[config.mk]
export PLATFORM = sky130hd
export DESIGN_NAME = rat_regs
export DESIGN_NICKNAME = d
export VERILOG_FILES = /design/src/verilog/rat_pkg.sv /design/src/verilog/rat_regs.sv
export SDC_FILE = /design/constraint.sdc
export NUM_CORES = 1
export LEC_CHECK = 0
export ABC_AREA = 0
export ABC_CLOCK_PERIOD_IN_PS = 2300
export BUFFER_PORTS_ARGS = -buffer_cell sky130_fd_sc_hd__buf_2
export CAP_MARGIN = 20
export CORE_ASPECT_RATIO = 0.8
export CORE_MARGIN = 2
export CORE_UTILIZATION = 56
export DETAILED_ROUTE_END_ITERATION = 10
export PLACE_DENSITY = 0.79
export SYNTH_ARGS = -nofsm -noshare
export SYNTH_HDL_FRONTEND = slang
export SYNTH_SLANG_ARGS = --single-unit
[constraint.sdc]
create_clock -name clock -period 2.3 [get_ports clock]
set_input_delay 0.23 -clock clock [delete_from_list [all_inputs] [get_ports clock]]
set_output_delay 0.23 -clock clock [all_outputs]
set_load 0.02 [all_outputs]
[src/verilog/rat_pkg.sv]
`default_nettype none
package rat_pkg;
  // Timebase: the microsecond tick is derived from the 250 MHz system clock.
  localparam int unsigned CLK_PERIOD_PS = 4000;
  localparam int unsigned US_PS = 1000000;
  localparam int unsigned CYC_PER_US = US_PS / CLK_PERIOD_PS;
  localparam logic [7:0] CYC_PER_US_M1 = 8'(CYC_PER_US - 1);
  localparam logic [8:0] US_CNT_MAX = 9'h1FF;

  // Register addresses on the serial register port.
  localparam logic [4:0] ADDR_SEN_START = 5'h08;
  localparam logic [4:0] ADDR_SEN_WIDTH = 5'h09;
  localparam logic [4:0] ADDR_ANT_START = 5'h0A;
  localparam logic [4:0] ADDR_SLOT_START = 5'h0B;
  localparam logic [4:0] ADDR_PULSE_START = 5'h0C;
  localparam logic [4:0] ADDR_SIGNAL_STRENGTH_RESULT_POS = 5'h0D;
  localparam logic [4:0] ADDR_SIGNAL_STRENGTH_RESULT_RESULT = 5'h12;
  localparam logic [4:0] ADDR_AMP_POWER = 5'h18;
  localparam logic [4:0] ADDR_ENABLE = 5'h19;
  localparam logic [4:0] ADDR_BIAS_START = 5'h1A;
  localparam logic [4:0] ADDR_TABLE_DATA = 5'h1C;
  localparam int unsigned TABLE_PTR_RST_BIT = 6;

  // Values after reset.
  localparam logic [7:0] RST_SEN_START = 8'h0C;
  localparam logic [7:0] RST_SEN_WIDTH = 8'hC8;
  localparam logic [7:0] RST_ANT_START = 8'h64;
  localparam logic [7:0] RST_SLOT_START = 8'h0A;
  localparam logic [7:0] RST_PULSE_START = 8'h02;
  localparam logic [7:0] RST_SIGNAL_STRENGTH_RESULT_POS = 8'h64;
  localparam logic [7:0] RST_SIGNAL_STRENGTH_RESULT_RESULT = 8'h00;
  localparam logic [7:0] RST_AMP_POWER = 8'h00;
  localparam logic [7:0] RST_BIAS_START = 8'h64;

  // Least distance from the synthesizer-enable fall to the conversion start.
  localparam logic [8:0] SIGNAL_STRENGTH_RESULT_MIN_US = 9'h00A;

  // Modulation filter table.
  localparam int unsigned TABLE_DEPTH = 13;
  localparam logic [3:0] TABLE_LAST = 4'hC;
  localparam logic [0:12][7:0] TABLE_RESET = {
    8'h37, 8'h38, 8'h3A, 8'h3E, 8'h47, 8'h54, 8'h64,
    8'h74, 8'h81, 8'h89, 8'h8E, 8'h90, 8'h91
  };

  typedef struct packed {
    logic wr;
    logic rd;
    logic [4:0] addr;
    logic [7:0] wdata;
  } rat_req_t;

  typedef struct packed {
    logic synth_enable;
    logic antenna_switch_signal;
    logic slot_counter_signal;
    logic enable_pulse;
    logic modulation_bias_start;
    logic adc_start;
  } rat_strobes_t;
endpackage
`default_nettype wire

[src/verilog/rat_regs.sv]
`default_nettype none
module rat_regs (
  // Clock and reset
  input wire logic clock,
  input wire logic srst,
  // Register port from the serial engine
  input wire rat_pkg::rat_req_t req,
  output logic [7:0] rdata,
  output logic rvalid,
  // Packet framing from the baseband
  input wire logic packet_start,
  input wire logic packet_end,
  input wire logic rx_packet,
  // Signal-strength converter
  input wire logic adc_done,
  input wire logic [7:0] adc_data,
  // Radio strobes and power converter word
  output rat_pkg::rat_strobes_t strobes,
  output logic [7:0] amp_power_converter,
  // Filter table readout for the modulator
  input wire logic [3:0] filter_index,
  output logic [7:0] filter_value
);

  typedef enum {ST_IDLE, ST_SEN_WAIT, ST_SEN_ON, ST_SIGNAL_STRENGTH_RESULT_WAIT, ST_ADC_WAIT, ST_HOLD} rat_state_t;

  function automatic logic hit(input rat_pkg::rat_req_t r, input logic [4:0] a);
    hit = r.wr && (r.addr == a);
  endfunction

  function automatic logic [8:0] plus_one(input logic [7:0] v);
    plus_one = {1'b0, v} + 9'h001;
  endfunction

  logic [7:0] sen_start_q, sen_width_q, ant_start_q, slot_start_q;
  logic [7:0] pulse_start_q, signal_strength_result_pos_q, bias_start_q, signal_strength_result_q;
  localparam int unsigned TABLE_DEPTH_L = rat_pkg::TABLE_DEPTH;
  logic [7:0] table_q [TABLE_DEPTH_L];
  logic [3:0] ptr_q;
  logic [7:0] tick_div_q, pkt_div_q, step_div_q;
  logic [8:0] free_us_q, pkt_us_q, step_us_q;
  logic free_tick;
  logic rx_q;
  logic step_clr;
  logic [8:0] signal_strength_result_target;
  logic ptr_rst;
  rat_state_t state_q, state_d;

  // Timing registers are written only by the controller; no packet event touches them.
  always_ff @(posedge clock) begin
    if (srst) begin
      sen_start_q <= rat_pkg::RST_SEN_START;
      sen_width_q <= rat_pkg::RST_SEN_WIDTH;
      ant_start_q <= rat_pkg::RST_ANT_START;
      slot_start_q <= rat_pkg::RST_SLOT_START;
      pulse_start_q <= rat_pkg::RST_PULSE_START;
      signal_strength_result_pos_q <= rat_pkg::RST_SIGNAL_STRENGTH_RESULT_POS;
      bias_start_q <= rat_pkg::RST_BIAS_START;
    end else begin
      if (hit(req, rat_pkg::ADDR_SEN_START)) sen_start_q <= req.wdata;
      if (hit(req, rat_pkg::ADDR_SEN_WIDTH)) sen_width_q <= req.wdata;
      if (hit(req, rat_pkg::ADDR_ANT_START)) ant_start_q <= req.wdata;
      if (hit(req, rat_pkg::ADDR_SLOT_START)) slot_start_q <= req.wdata;
      if (hit(req, rat_pkg::ADDR_PULSE_START)) pulse_start_q <= req.wdata;
      if (hit(req, rat_pkg::ADDR_SIGNAL_STRENGTH_RESULT_POS)) signal_strength_result_pos_q <= req.wdata;
      if (hit(req, rat_pkg::ADDR_BIAS_START)) bias_start_q <= req.wdata;
    end
  end

  // The converter follows the written word on the next edge with no shadow copy.
  always_ff @(posedge clock) begin
    if (srst) begin
      amp_power_converter <= rat_pkg::RST_AMP_POWER;
    end else if (hit(req, rat_pkg::ADDR_AMP_POWER)) begin
      amp_power_converter <= req.wdata;
    end
  end

  // Filter table with a saturating write pointer.
  assign ptr_rst = hit(req, rat_pkg::ADDR_ENABLE) &&
                   req.wdata[rat_pkg::TABLE_PTR_RST_BIT];

  always_ff @(posedge clock) begin
    if (srst) begin
      ptr_q <= 4'h0;
    end else if (ptr_rst) begin
      ptr_q <= 4'h0;
    end else if (hit(req, rat_pkg::ADDR_TABLE_DATA) && ptr_q != rat_pkg::TABLE_LAST) begin
      ptr_q <= ptr_q + 4'h1;
    end
  end

  for (genvar i = 0; i < TABLE_DEPTH_L; i++) begin : g_table
    always_ff @(posedge clock) begin
      if (srst) begin
        table_q[i] <= rat_pkg::TABLE_RESET[i];
      end else if (hit(req, rat_pkg::ADDR_TABLE_DATA) && ptr_q == 4'(i)) begin
        table_q[i] <= req.wdata;
      end
    end
  end

  always_ff @(posedge clock) begin
    if (srst) begin
      filter_value <= rat_pkg::TABLE_RESET[0];
    end else if (filter_index > rat_pkg::TABLE_LAST) begin
      filter_value <= table_q[rat_pkg::TABLE_LAST];
    end else begin
      filter_value <= table_q[filter_index];
    end
  end

  // Read answer one cycle after the strobe; unmapped addresses read zero.
  always_ff @(posedge clock) begin
    if (srst) begin
      rdata <= 8'h00;
      rvalid <= 1'b0;
    end else begin
      rvalid <= req.rd;
      if (req.rd) begin
        case (req.addr)
          rat_pkg::ADDR_SEN_START: rdata <= sen_start_q;
          rat_pkg::ADDR_SEN_WIDTH: rdata <= sen_width_q;
          rat_pkg::ADDR_ANT_START: rdata <= ant_start_q;
          rat_pkg::ADDR_SLOT_START: rdata <= slot_start_q;
          rat_pkg::ADDR_PULSE_START: rdata <= pulse_start_q;
          rat_pkg::ADDR_SIGNAL_STRENGTH_RESULT_POS: rdata <= signal_strength_result_pos_q;
          rat_pkg::ADDR_SIGNAL_STRENGTH_RESULT_RESULT: rdata <= signal_strength_result_q;
          rat_pkg::ADDR_AMP_POWER: rdata <= amp_power_converter;
          rat_pkg::ADDR_BIAS_START: rdata <= bias_start_q;
          rat_pkg::ADDR_TABLE_DATA: rdata <= table_q[ptr_q];
          default: rdata <= 8'h00;
        endcase
      end
    end
  end

  // Free-running tick: delays counted on it land anywhere in a one-microsecond window.
  assign free_tick = (tick_div_q == rat_pkg::CYC_PER_US_M1);

  always_ff @(posedge clock) begin
    if (srst || free_tick) begin
      tick_div_q <= 8'h00;
    end else begin
      tick_div_q <= tick_div_q + 8'h01;
    end
  end

  always_ff @(posedge clock) begin
    if (srst || packet_start) begin
      free_us_q <= 9'h000;
    end else if (free_tick && free_us_q != rat_pkg::US_CNT_MAX) begin
      free_us_q <= free_us_q + 9'h001;
    end
  end

  // Packet-aligned counter gives the exact slot-counter timing.
  always_ff @(posedge clock) begin
    if (srst || packet_start) begin
      pkt_div_q <= 8'h00;
      pkt_us_q <= 9'h000;
    end else if (pkt_div_q == rat_pkg::CYC_PER_US_M1) begin
      pkt_div_q <= 8'h00;
      if (pkt_us_q != rat_pkg::US_CNT_MAX) pkt_us_q <= pkt_us_q + 9'h001;
    end else begin
      pkt_div_q <= pkt_div_q + 8'h01;
    end
  end

  // Step counter restarts at each synth-enable edge for exact widths.
  always_ff @(posedge clock) begin
    if (srst) begin
      step_div_q <= 8'h00;
      step_us_q <= 9'h000;
    end else if (step_clr) begin
      // Restarting at phase one ends a width on the edge that completes the count, not one later.
      step_div_q <= 8'h01;
      step_us_q <= 9'h000;
    end else if (step_div_q == rat_pkg::CYC_PER_US_M1) begin
      step_div_q <= 8'h00;
      if (step_us_q != rat_pkg::US_CNT_MAX) step_us_q <= step_us_q + 9'h001;
    end else begin
      step_div_q <= step_div_q + 8'h01;
    end
  end

  // A position below the settling gap is raised to it.
  assign signal_strength_result_target = ({1'b0, signal_strength_result_pos_q} < rat_pkg::SIGNAL_STRENGTH_RESULT_MIN_US) ?
                       rat_pkg::SIGNAL_STRENGTH_RESULT_MIN_US : {1'b0, signal_strength_result_pos_q};

  always_comb begin
    state_d = state_q;
    step_clr = 1'b0;
    if (packet_start) begin
      state_d = ST_SEN_WAIT;
    end else if (packet_end) begin
      state_d = ST_IDLE;
    end else begin
      case (state_q)
        ST_IDLE: state_d = ST_IDLE;
        ST_SEN_WAIT: begin
          if (free_us_q == plus_one(sen_start_q)) begin
            state_d = ST_SEN_ON;
            step_clr = 1'b1;
          end
        end
        ST_SEN_ON: begin
          if (step_us_q == {1'b0, sen_width_q}) begin
            state_d = rx_q ? ST_SIGNAL_STRENGTH_RESULT_WAIT : ST_HOLD;
            step_clr = 1'b1;
          end
        end
        ST_SIGNAL_STRENGTH_RESULT_WAIT: begin
          if (step_us_q == signal_strength_result_target) state_d = ST_ADC_WAIT;
        end
        ST_ADC_WAIT: begin
          if (adc_done) state_d = ST_HOLD;
        end
        ST_HOLD: state_d = ST_HOLD;
        default: state_d = ST_IDLE;
      endcase
    end
  end

  always_ff @(posedge clock) begin
    if (srst) begin
      state_q <= ST_IDLE;
      rx_q <= 1'b0;
    end else begin
      state_q <= state_d;
      if (packet_start) rx_q <= rx_packet;
    end
  end

  // Result is replaced only by a finished receive-packet conversion.
  always_ff @(posedge clock) begin
    if (srst) begin
      signal_strength_result_q <= rat_pkg::RST_SIGNAL_STRENGTH_RESULT_RESULT;
    end else if (state_q == ST_ADC_WAIT && adc_done && !packet_start && !packet_end) begin
      signal_strength_result_q <= adc_data;
    end
  end

  always_ff @(posedge clock) begin
    if (srst) begin
      strobes <= '0;
    end else begin
      strobes.synth_enable <= (state_d == ST_SEN_ON);
      strobes.adc_start <= (state_q == ST_SIGNAL_STRENGTH_RESULT_WAIT) && (state_d == ST_ADC_WAIT);
      if (packet_start || packet_end || state_q == ST_IDLE) begin
        strobes.antenna_switch_signal <= 1'b0;
        strobes.slot_counter_signal <= 1'b0;
        strobes.enable_pulse <= 1'b0;
        strobes.modulation_bias_start <= 1'b0;
      end else begin
        // Starts compare with the free count; the slot counter uses the packet-aligned one.
        if (free_us_q == plus_one(ant_start_q)) strobes.antenna_switch_signal <= 1'b1;
        strobes.slot_counter_signal <= (pkt_us_q == plus_one(slot_start_q));
        strobes.enable_pulse <= (free_us_q == plus_one(pulse_start_q));
        if (free_us_q == plus_one(bias_start_q)) begin
          strobes.modulation_bias_start <= 1'b1;
        end
      end
    end
  end

  a_ptr_clear: assert property (@(posedge clock) disable iff (srst)
    ptr_rst |=> ptr_q == 4'h0) else $error("table pointer not cleared");
  a_ptr_advance: assert property (@(posedge clock) disable iff (srst)
    hit(req, rat_pkg::ADDR_TABLE_DATA) && !ptr_rst && ptr_q < rat_pkg::TABLE_LAST
    |=> ptr_q == $past(ptr_q) + 4'h1) else $error("table pointer did not advance");
  a_ptr_stick_last: assert property (@(posedge clock) disable iff (srst)
    hit(req, rat_pkg::ADDR_TABLE_DATA) && !ptr_rst && ptr_q == rat_pkg::TABLE_LAST
    |=> ptr_q == rat_pkg::TABLE_LAST && table_q[rat_pkg::TABLE_LAST] == $past(req.wdata))
    else $error("last table entry not overwritten");
  a_power_direct: assert property (@(posedge clock) disable iff (srst)
    hit(req, rat_pkg::ADDR_AMP_POWER) |=> amp_power_converter == $past(req.wdata))
    else $error("power word not applied at once");
  a_sen_start_delay: assert property (@(posedge clock) disable iff (srst)
    $rose(strobes.synth_enable) |-> $past(free_us_q) == plus_one(sen_start_q))
    else $error("synth enable rose at wrong time");
  a_timing_static: assert property (@(posedge clock) disable iff (srst)
    !hit(req, rat_pkg::ADDR_SEN_START) && !hit(req, rat_pkg::ADDR_SEN_WIDTH)
    |=> $stable(sen_start_q) && $stable(sen_width_q)) else $error("timing value moved");
  a_signal_strength_result_rx_only: assert property (@(posedge clock) disable iff (srst)
    strobes.adc_start |-> rx_q) else $error("conversion in transmit packet");
  a_signal_strength_result_gap: assert property (@(posedge clock) disable iff (srst)
    $rose(strobes.adc_start) |-> $past(step_us_q) >= rat_pkg::SIGNAL_STRENGTH_RESULT_MIN_US)
    else $error("conversion too soon after fall");
  a_slot_exact: assert property (@(posedge clock) disable iff (srst)
    $rose(strobes.slot_counter_signal) |-> $past(pkt_div_q) == 8'h00)
    else $error("slot counter start not aligned");
  a_signal_strength_result_capture: assert property (@(posedge clock) disable iff (srst)
    state_q == ST_ADC_WAIT && adc_done && !packet_start && !packet_end
    |=> signal_strength_result_q == $past(adc_data)) else $error("strength result not stored");

  // Each start strobe must rise on the microsecond that its own register selects.
  a_ant_start_delay: assert property (@(posedge clock) disable iff (srst)
    $rose(strobes.antenna_switch_signal) |-> $past(free_us_q) == plus_one(ant_start_q))
    else $error("antenna switch rose at wrong time");
  a_pulse_start_delay: assert property (@(posedge clock) disable iff (srst)
    $rose(strobes.enable_pulse) |-> $past(free_us_q) == plus_one(pulse_start_q))
    else $error("enable pulse at wrong time");
  a_bias_start_delay: assert property (@(posedge clock) disable iff (srst)
    $rose(strobes.modulation_bias_start) |-> $past(free_us_q) == plus_one(bias_start_q))
    else $error("bias start at wrong time");
  a_slot_start_delay: assert property (@(posedge clock) disable iff (srst)
    $rose(strobes.slot_counter_signal) |-> $past(pkt_us_q) == plus_one(slot_start_q))
    else $error("slot counter start at wrong time");
  a_sen_width_exact: assert property (@(posedge clock) disable iff (srst)
    $fell(strobes.synth_enable) && !$past(srst) && !$past(packet_start) && !$past(packet_end)
    |-> $past(step_us_q) == {1'b0, sen_width_q})
    else $error("synth enable width wrong");
  a_timing_static_more: assert property (@(posedge clock) disable iff (srst)
    !hit(req, rat_pkg::ADDR_ANT_START) && !hit(req, rat_pkg::ADDR_SIGNAL_STRENGTH_RESULT_POS)
    |=> $stable(ant_start_q) && $stable(signal_strength_result_pos_q)) else $error("timing value moved");
  a_signal_strength_result_tx_hold: assert property (@(posedge clock) disable iff (srst)
    !rx_q |=> $stable(signal_strength_result_q)) else $error("strength result moved in transmit packet");
  a_adc_one_pulse: assert property (@(posedge clock) disable iff (srst)
    strobes.adc_start |=> !strobes.adc_start) else $error("conversion start too long");
  a_table_write: assert property (@(posedge clock) disable iff (srst)
    hit(req, rat_pkg::ADDR_TABLE_DATA) |=> table_q[$past(ptr_q)] == $past(req.wdata))
    else $error("table entry not written");

endmodule
`default_nettype wire

==> results.py <==
metrics = {
    "die": {
        "start_util_pct": 57.0,
        "die_y_um": 148,
        "dieArea_um2": 27100,
        "io_pins": 64,
        "std_cell_rows": 52,
        "die_w_um": 183,
        "core_area_um2": 25300,
    },
    "timing": {
        "tightest_slew_ns": 0.946,
        "setup_ws_ns": -0.0943,
        "period_needed_ns": 2.39,
        "max_freq_mhz": 418,
        "clock_skew_ns": 0.0103,
        "rsz0062_at_grt": "true",
        "relSlewSlack_pct": 36.4,
        "setup_violations": 16,
        "hold_viol": 0,
        "fin_crit_sh_pct": 104,
        "finalMaxSlewViolations": 0,
    },
    "yosys": {
        "ys_ff_latch": 291,
        "yosys.area_share.adder_pct": 1.82,
        "ys.flop_type": "dfxtp_1",
        "synth_edf_count": 104,
        "yosys.area_share.simple_pct": 20.8,
        "avgSynthCellArea_um2": 10.4,
        "synth_compound_area_share_pct": 7.85,
        "synthCells": 1383,
        "synthMuxAreaShare_pct": 12.9,
        "yosys_warnings": 0,
        "ys_types": 66,
        "synthTopCellsByArea": "dfxtp_1 (26%), edfxtp_1 (22%), mux4_2 (10%)",
        "ys_seq_area_share_pct": 47.6,
        "synthArstFlopShare_pct": 0,
        "yosys.area.top_type": "dfxtp_1",
        "synth_top_family_by_area": "simple AND/OR/NAND/NOR gates",
        "yosysTopAreaCellShare_pct": 26.0,
        "synth_xor_area_share_pct": 5.65,
        "synth_area_um2": 14400,
    },
    "worst_setup_path": {
        "r2r_cells": 9,
        "path_class": "reg -> reg",
        "arrival_ns": 2.79,
        "r2r_start": "sen_start_q[0]$_SDFFE_PP0P_",
        "required_ns": 2.70,
        "cp_max_fo": 8,
        "crit_path_start_kind": "flop",
        "end_kind": "flop",
        "crit_start": "sen_start_q[0]$_SDFFE_PP0P_",
    },
    "global_route": {
        "grt_start_max_net_pins": 71,
        "grt_pass1_vias": 11000,
        "antenna_found_initial": 3,
        "grt.overflow.total": 0,
        "grt_usage_pct": 29.1,
        "grt_pass1_wl_um": 61100,
    },
    "final_layout": {
        "utilization_pct": 65.6,
        "layout.nets": 1535,
        "drive_gt1_share_pct": 19.5,
        "nFillCells": 1877,
        "area_growth_pct": 15.2,
        "fin_area_um2": 16600,
    },
    "hold_path": {
        "holdCritStartpoint": "req[13]",
        "hold_class": "in -> reg",
        "hold_depth": 2,
    },
    "route": {
        "drt-total-wl_um": 39400,
        "dr.first_iter.drc_count": 1346,
        "first_pass_iters": 6,
        "drt-wirelength-per-cell_um": 21.5,
        "vias": 11600,
        "vias_per_cell": 6.34,
        "drc_errors": 0,
        "ant_nets": 0,
    },
    "place": {
        "hpwl_um": 27200,
        "io_buffers": 63,
        "globalplace.congestion": 0.916,
        "placed_area_um2": 15400,
        "pre_cts_slack_ns": 0.0109,
    },
    "power_and_ir_drop": {
        "internal-power_mw": 8.51,
        "ir_drop_mv": 0.541,
        "power_leakage_nw": 5.88,
        "power.density_nw_per_um2": 661,
        "p_comb_share_pct": 5.6,
        "netSwitchingPower_mw": 2.47,
        "sw_frac_of_total_pct": 22.5,
        "power.share.clock_pct": 44.4,
        "power_mw": 11.0,
        "seqPwrFrac_pct": 50.0,
    },
    "clock_tree": {
        "insertion_delay_ns": 0.55,
        "h-tree-depth": 1,
        "cts_tree": "done",
        "clkSlewWorstSetupHoldPaths_ns": 0.06,
        "numCtsBuffers": 29,
        "clockBufferDepth": 3,
        "cts.sinks": 291,
        "cts_root_buf": "clkbuf_16",
    },
    "run_status": {
        "status": "finished, violations left",
        "violations": "setup timing",
    },
    "run": {
        "maxCapViolCount": 0,
    },
}
placed cells by master, fill, tap and decap left out, drive strengths merged, types with 8 or more instances in the layout:
cell | netlist | routed
edfxtp | 104 | 104
nand2b | 15 | 15
inv | 12 | 14
mux4 | 64 | 64
nand4 | 19 | 19
nand2 | 124 | 124
nor4 | 21 | 21
and2 | 66 | 66
conb | 1 | 29
nor2 | 95 | 95
a31oi | 8 | 8
mux2i | 33 | 33
o21ai | 38 | 38
xor2 | 44 | 44
and3 | 14 | 14
mux2 | 8 | 8
xnor2 | 49 | 49
a21oi | 68 | 68
nor3 | 29 | 29
a221oi | 8 | 8
clkbuf | 85 | 44
or3 | 50 | 50
or2 | 8 | 8
dlygate4sd3 | 0 | 9
nand3 | 112 | 112
ha | 21 | 21
a22oi | 17 | 17
buf | 21 | 135
a22o | 8 | 8
dfxtp | 187 | 187
worst max-delay path: stages, from the launching register on:
cell and delay (ns):
dfxtp_4 0.35, ha_4 0.17, xor2_1 0.14, o32a_1 0.30
o31ai_2 0.24, a22oi_2 0.14, nand4b_4 0.23, a211oi_4 0.39
clkbuf_16 0.23, nor3_1 0.05
logic make-up after synthesis:
family	count (synthesis)
AND/OR/NAND/NOR	575
flip-flops	291
AO/OA/AOI/OAI	179
buffers and inverters	118
multiplexers	105
XOR/XNOR	93
adder cells (fa/ha/maj)	21
other	1
final cells by class:
| class | count | area, um2 | share of cell area (%) |
|---|---|---|---|
| sequential | 291 | 6870 | 41.4 |
| multi-input combinational | 1002 | 7250 | 43.6 |
| tap | 324 | 405 | 2.44 |
| antenna | 2 | 5.00 | 0.0301 |
| inverter | 12 | 45.0 | 0.271 |
| clock inverter | 10 | 87.6 | 0.527 |
| clock buffer | 43 | 912 | 5.49 |
| timing repair buffer | 145 | 1040 | 6.24 |
registers in the layout, summed over array words and instances, names as in the netlist, 4 cells and up, named ones only:
name and count:
table_q 104, state_q 32, free_us_q 9, pkt_us_q 9, step_us_q 9, amp_power_converter 8
ant_start_q 8, bias_start_q 8, filter_value 8, pkt_div_q 8, pulse_start_q 8, rdata 8
sen_start_q 8, sen_width_q 8, signal_strength_result_pos_q 8, signal_strength_result_q 8, slot_start_q 8, step_div_q 8
tick_div_q 8, strobes 6, ptr_q 4
synth_stat cells (44+ instances only):
| cell | n |
|---|---|
| xnor2_1 | 49 |
| nand3_1 | 111 |
| edfxtp_1 | 104 |
| nor2_1 | 95 |
| or3_1 | 50 |
| dfxtp_1 | 187 |
| clkbuf_1 | 84 |
| mux4_2 | 64 |
| nand2_1 | 123 |
| xor2_1 | 44 |
| a21oi_1 | 67 |
| and2_1 | 66 |
metrics by stage:
stage,TNS (ns),hold slack (ns),std cells
CTS,0,0.0360,1825
floorplan,0,0.377,1411
global placement,0,0.438,1763
global route,-2.13,0.0326,1828
detailed placement,0,0.465,1763
finish,-1.02,0.0597,1829
power by group through the flow:
stage | registers (mW) | clock network [mW] | logic [mW]
finish | 5.48 | 4.87 | 0.617
CTS | 5.48 | 4.92 | 0.602
floorplan | 5.59 | 0 | 0.356
detailed placement | 5.59 | 0 | 0.588
global placement | 5.59 | 0 | 0.574
global route | 5.49 | 5.11 | 0.656
path summary, 6_finish.rpt:
check | endpoint | slack [ns]
worst min register to register | rdata[6]$_SDFFE_PP0P_ | 0.48
worst min-delay path | rvalid$_SDFF_PP0_ | 0.06
worst max register to register | step_us_q[4]$_SDFFE_PP0P_ | -0.09
worst max-delay path | step_us_q[4]$_SDFFE_PP0P_ | -0.09
timing repair:
action                     CTS  global route
setup buffers                0             1
setup endpoints to repair    1            18
cloned                       0             1
resized for setup            0            13
hold buffers                 9             0
hold endpoints to repair     9             0
pin swaps                    1             4
metal layers:
layer	track usage, %	vias to the layer above	part of all wire (%)
met1	41.7	5564	41
met3	7.69	111	13
met5	0	-	0.028
met4	9.80	2	3.4
li1	-	5210	-
met2	43.1	704	43
Power figures use the tool's default switching activity.
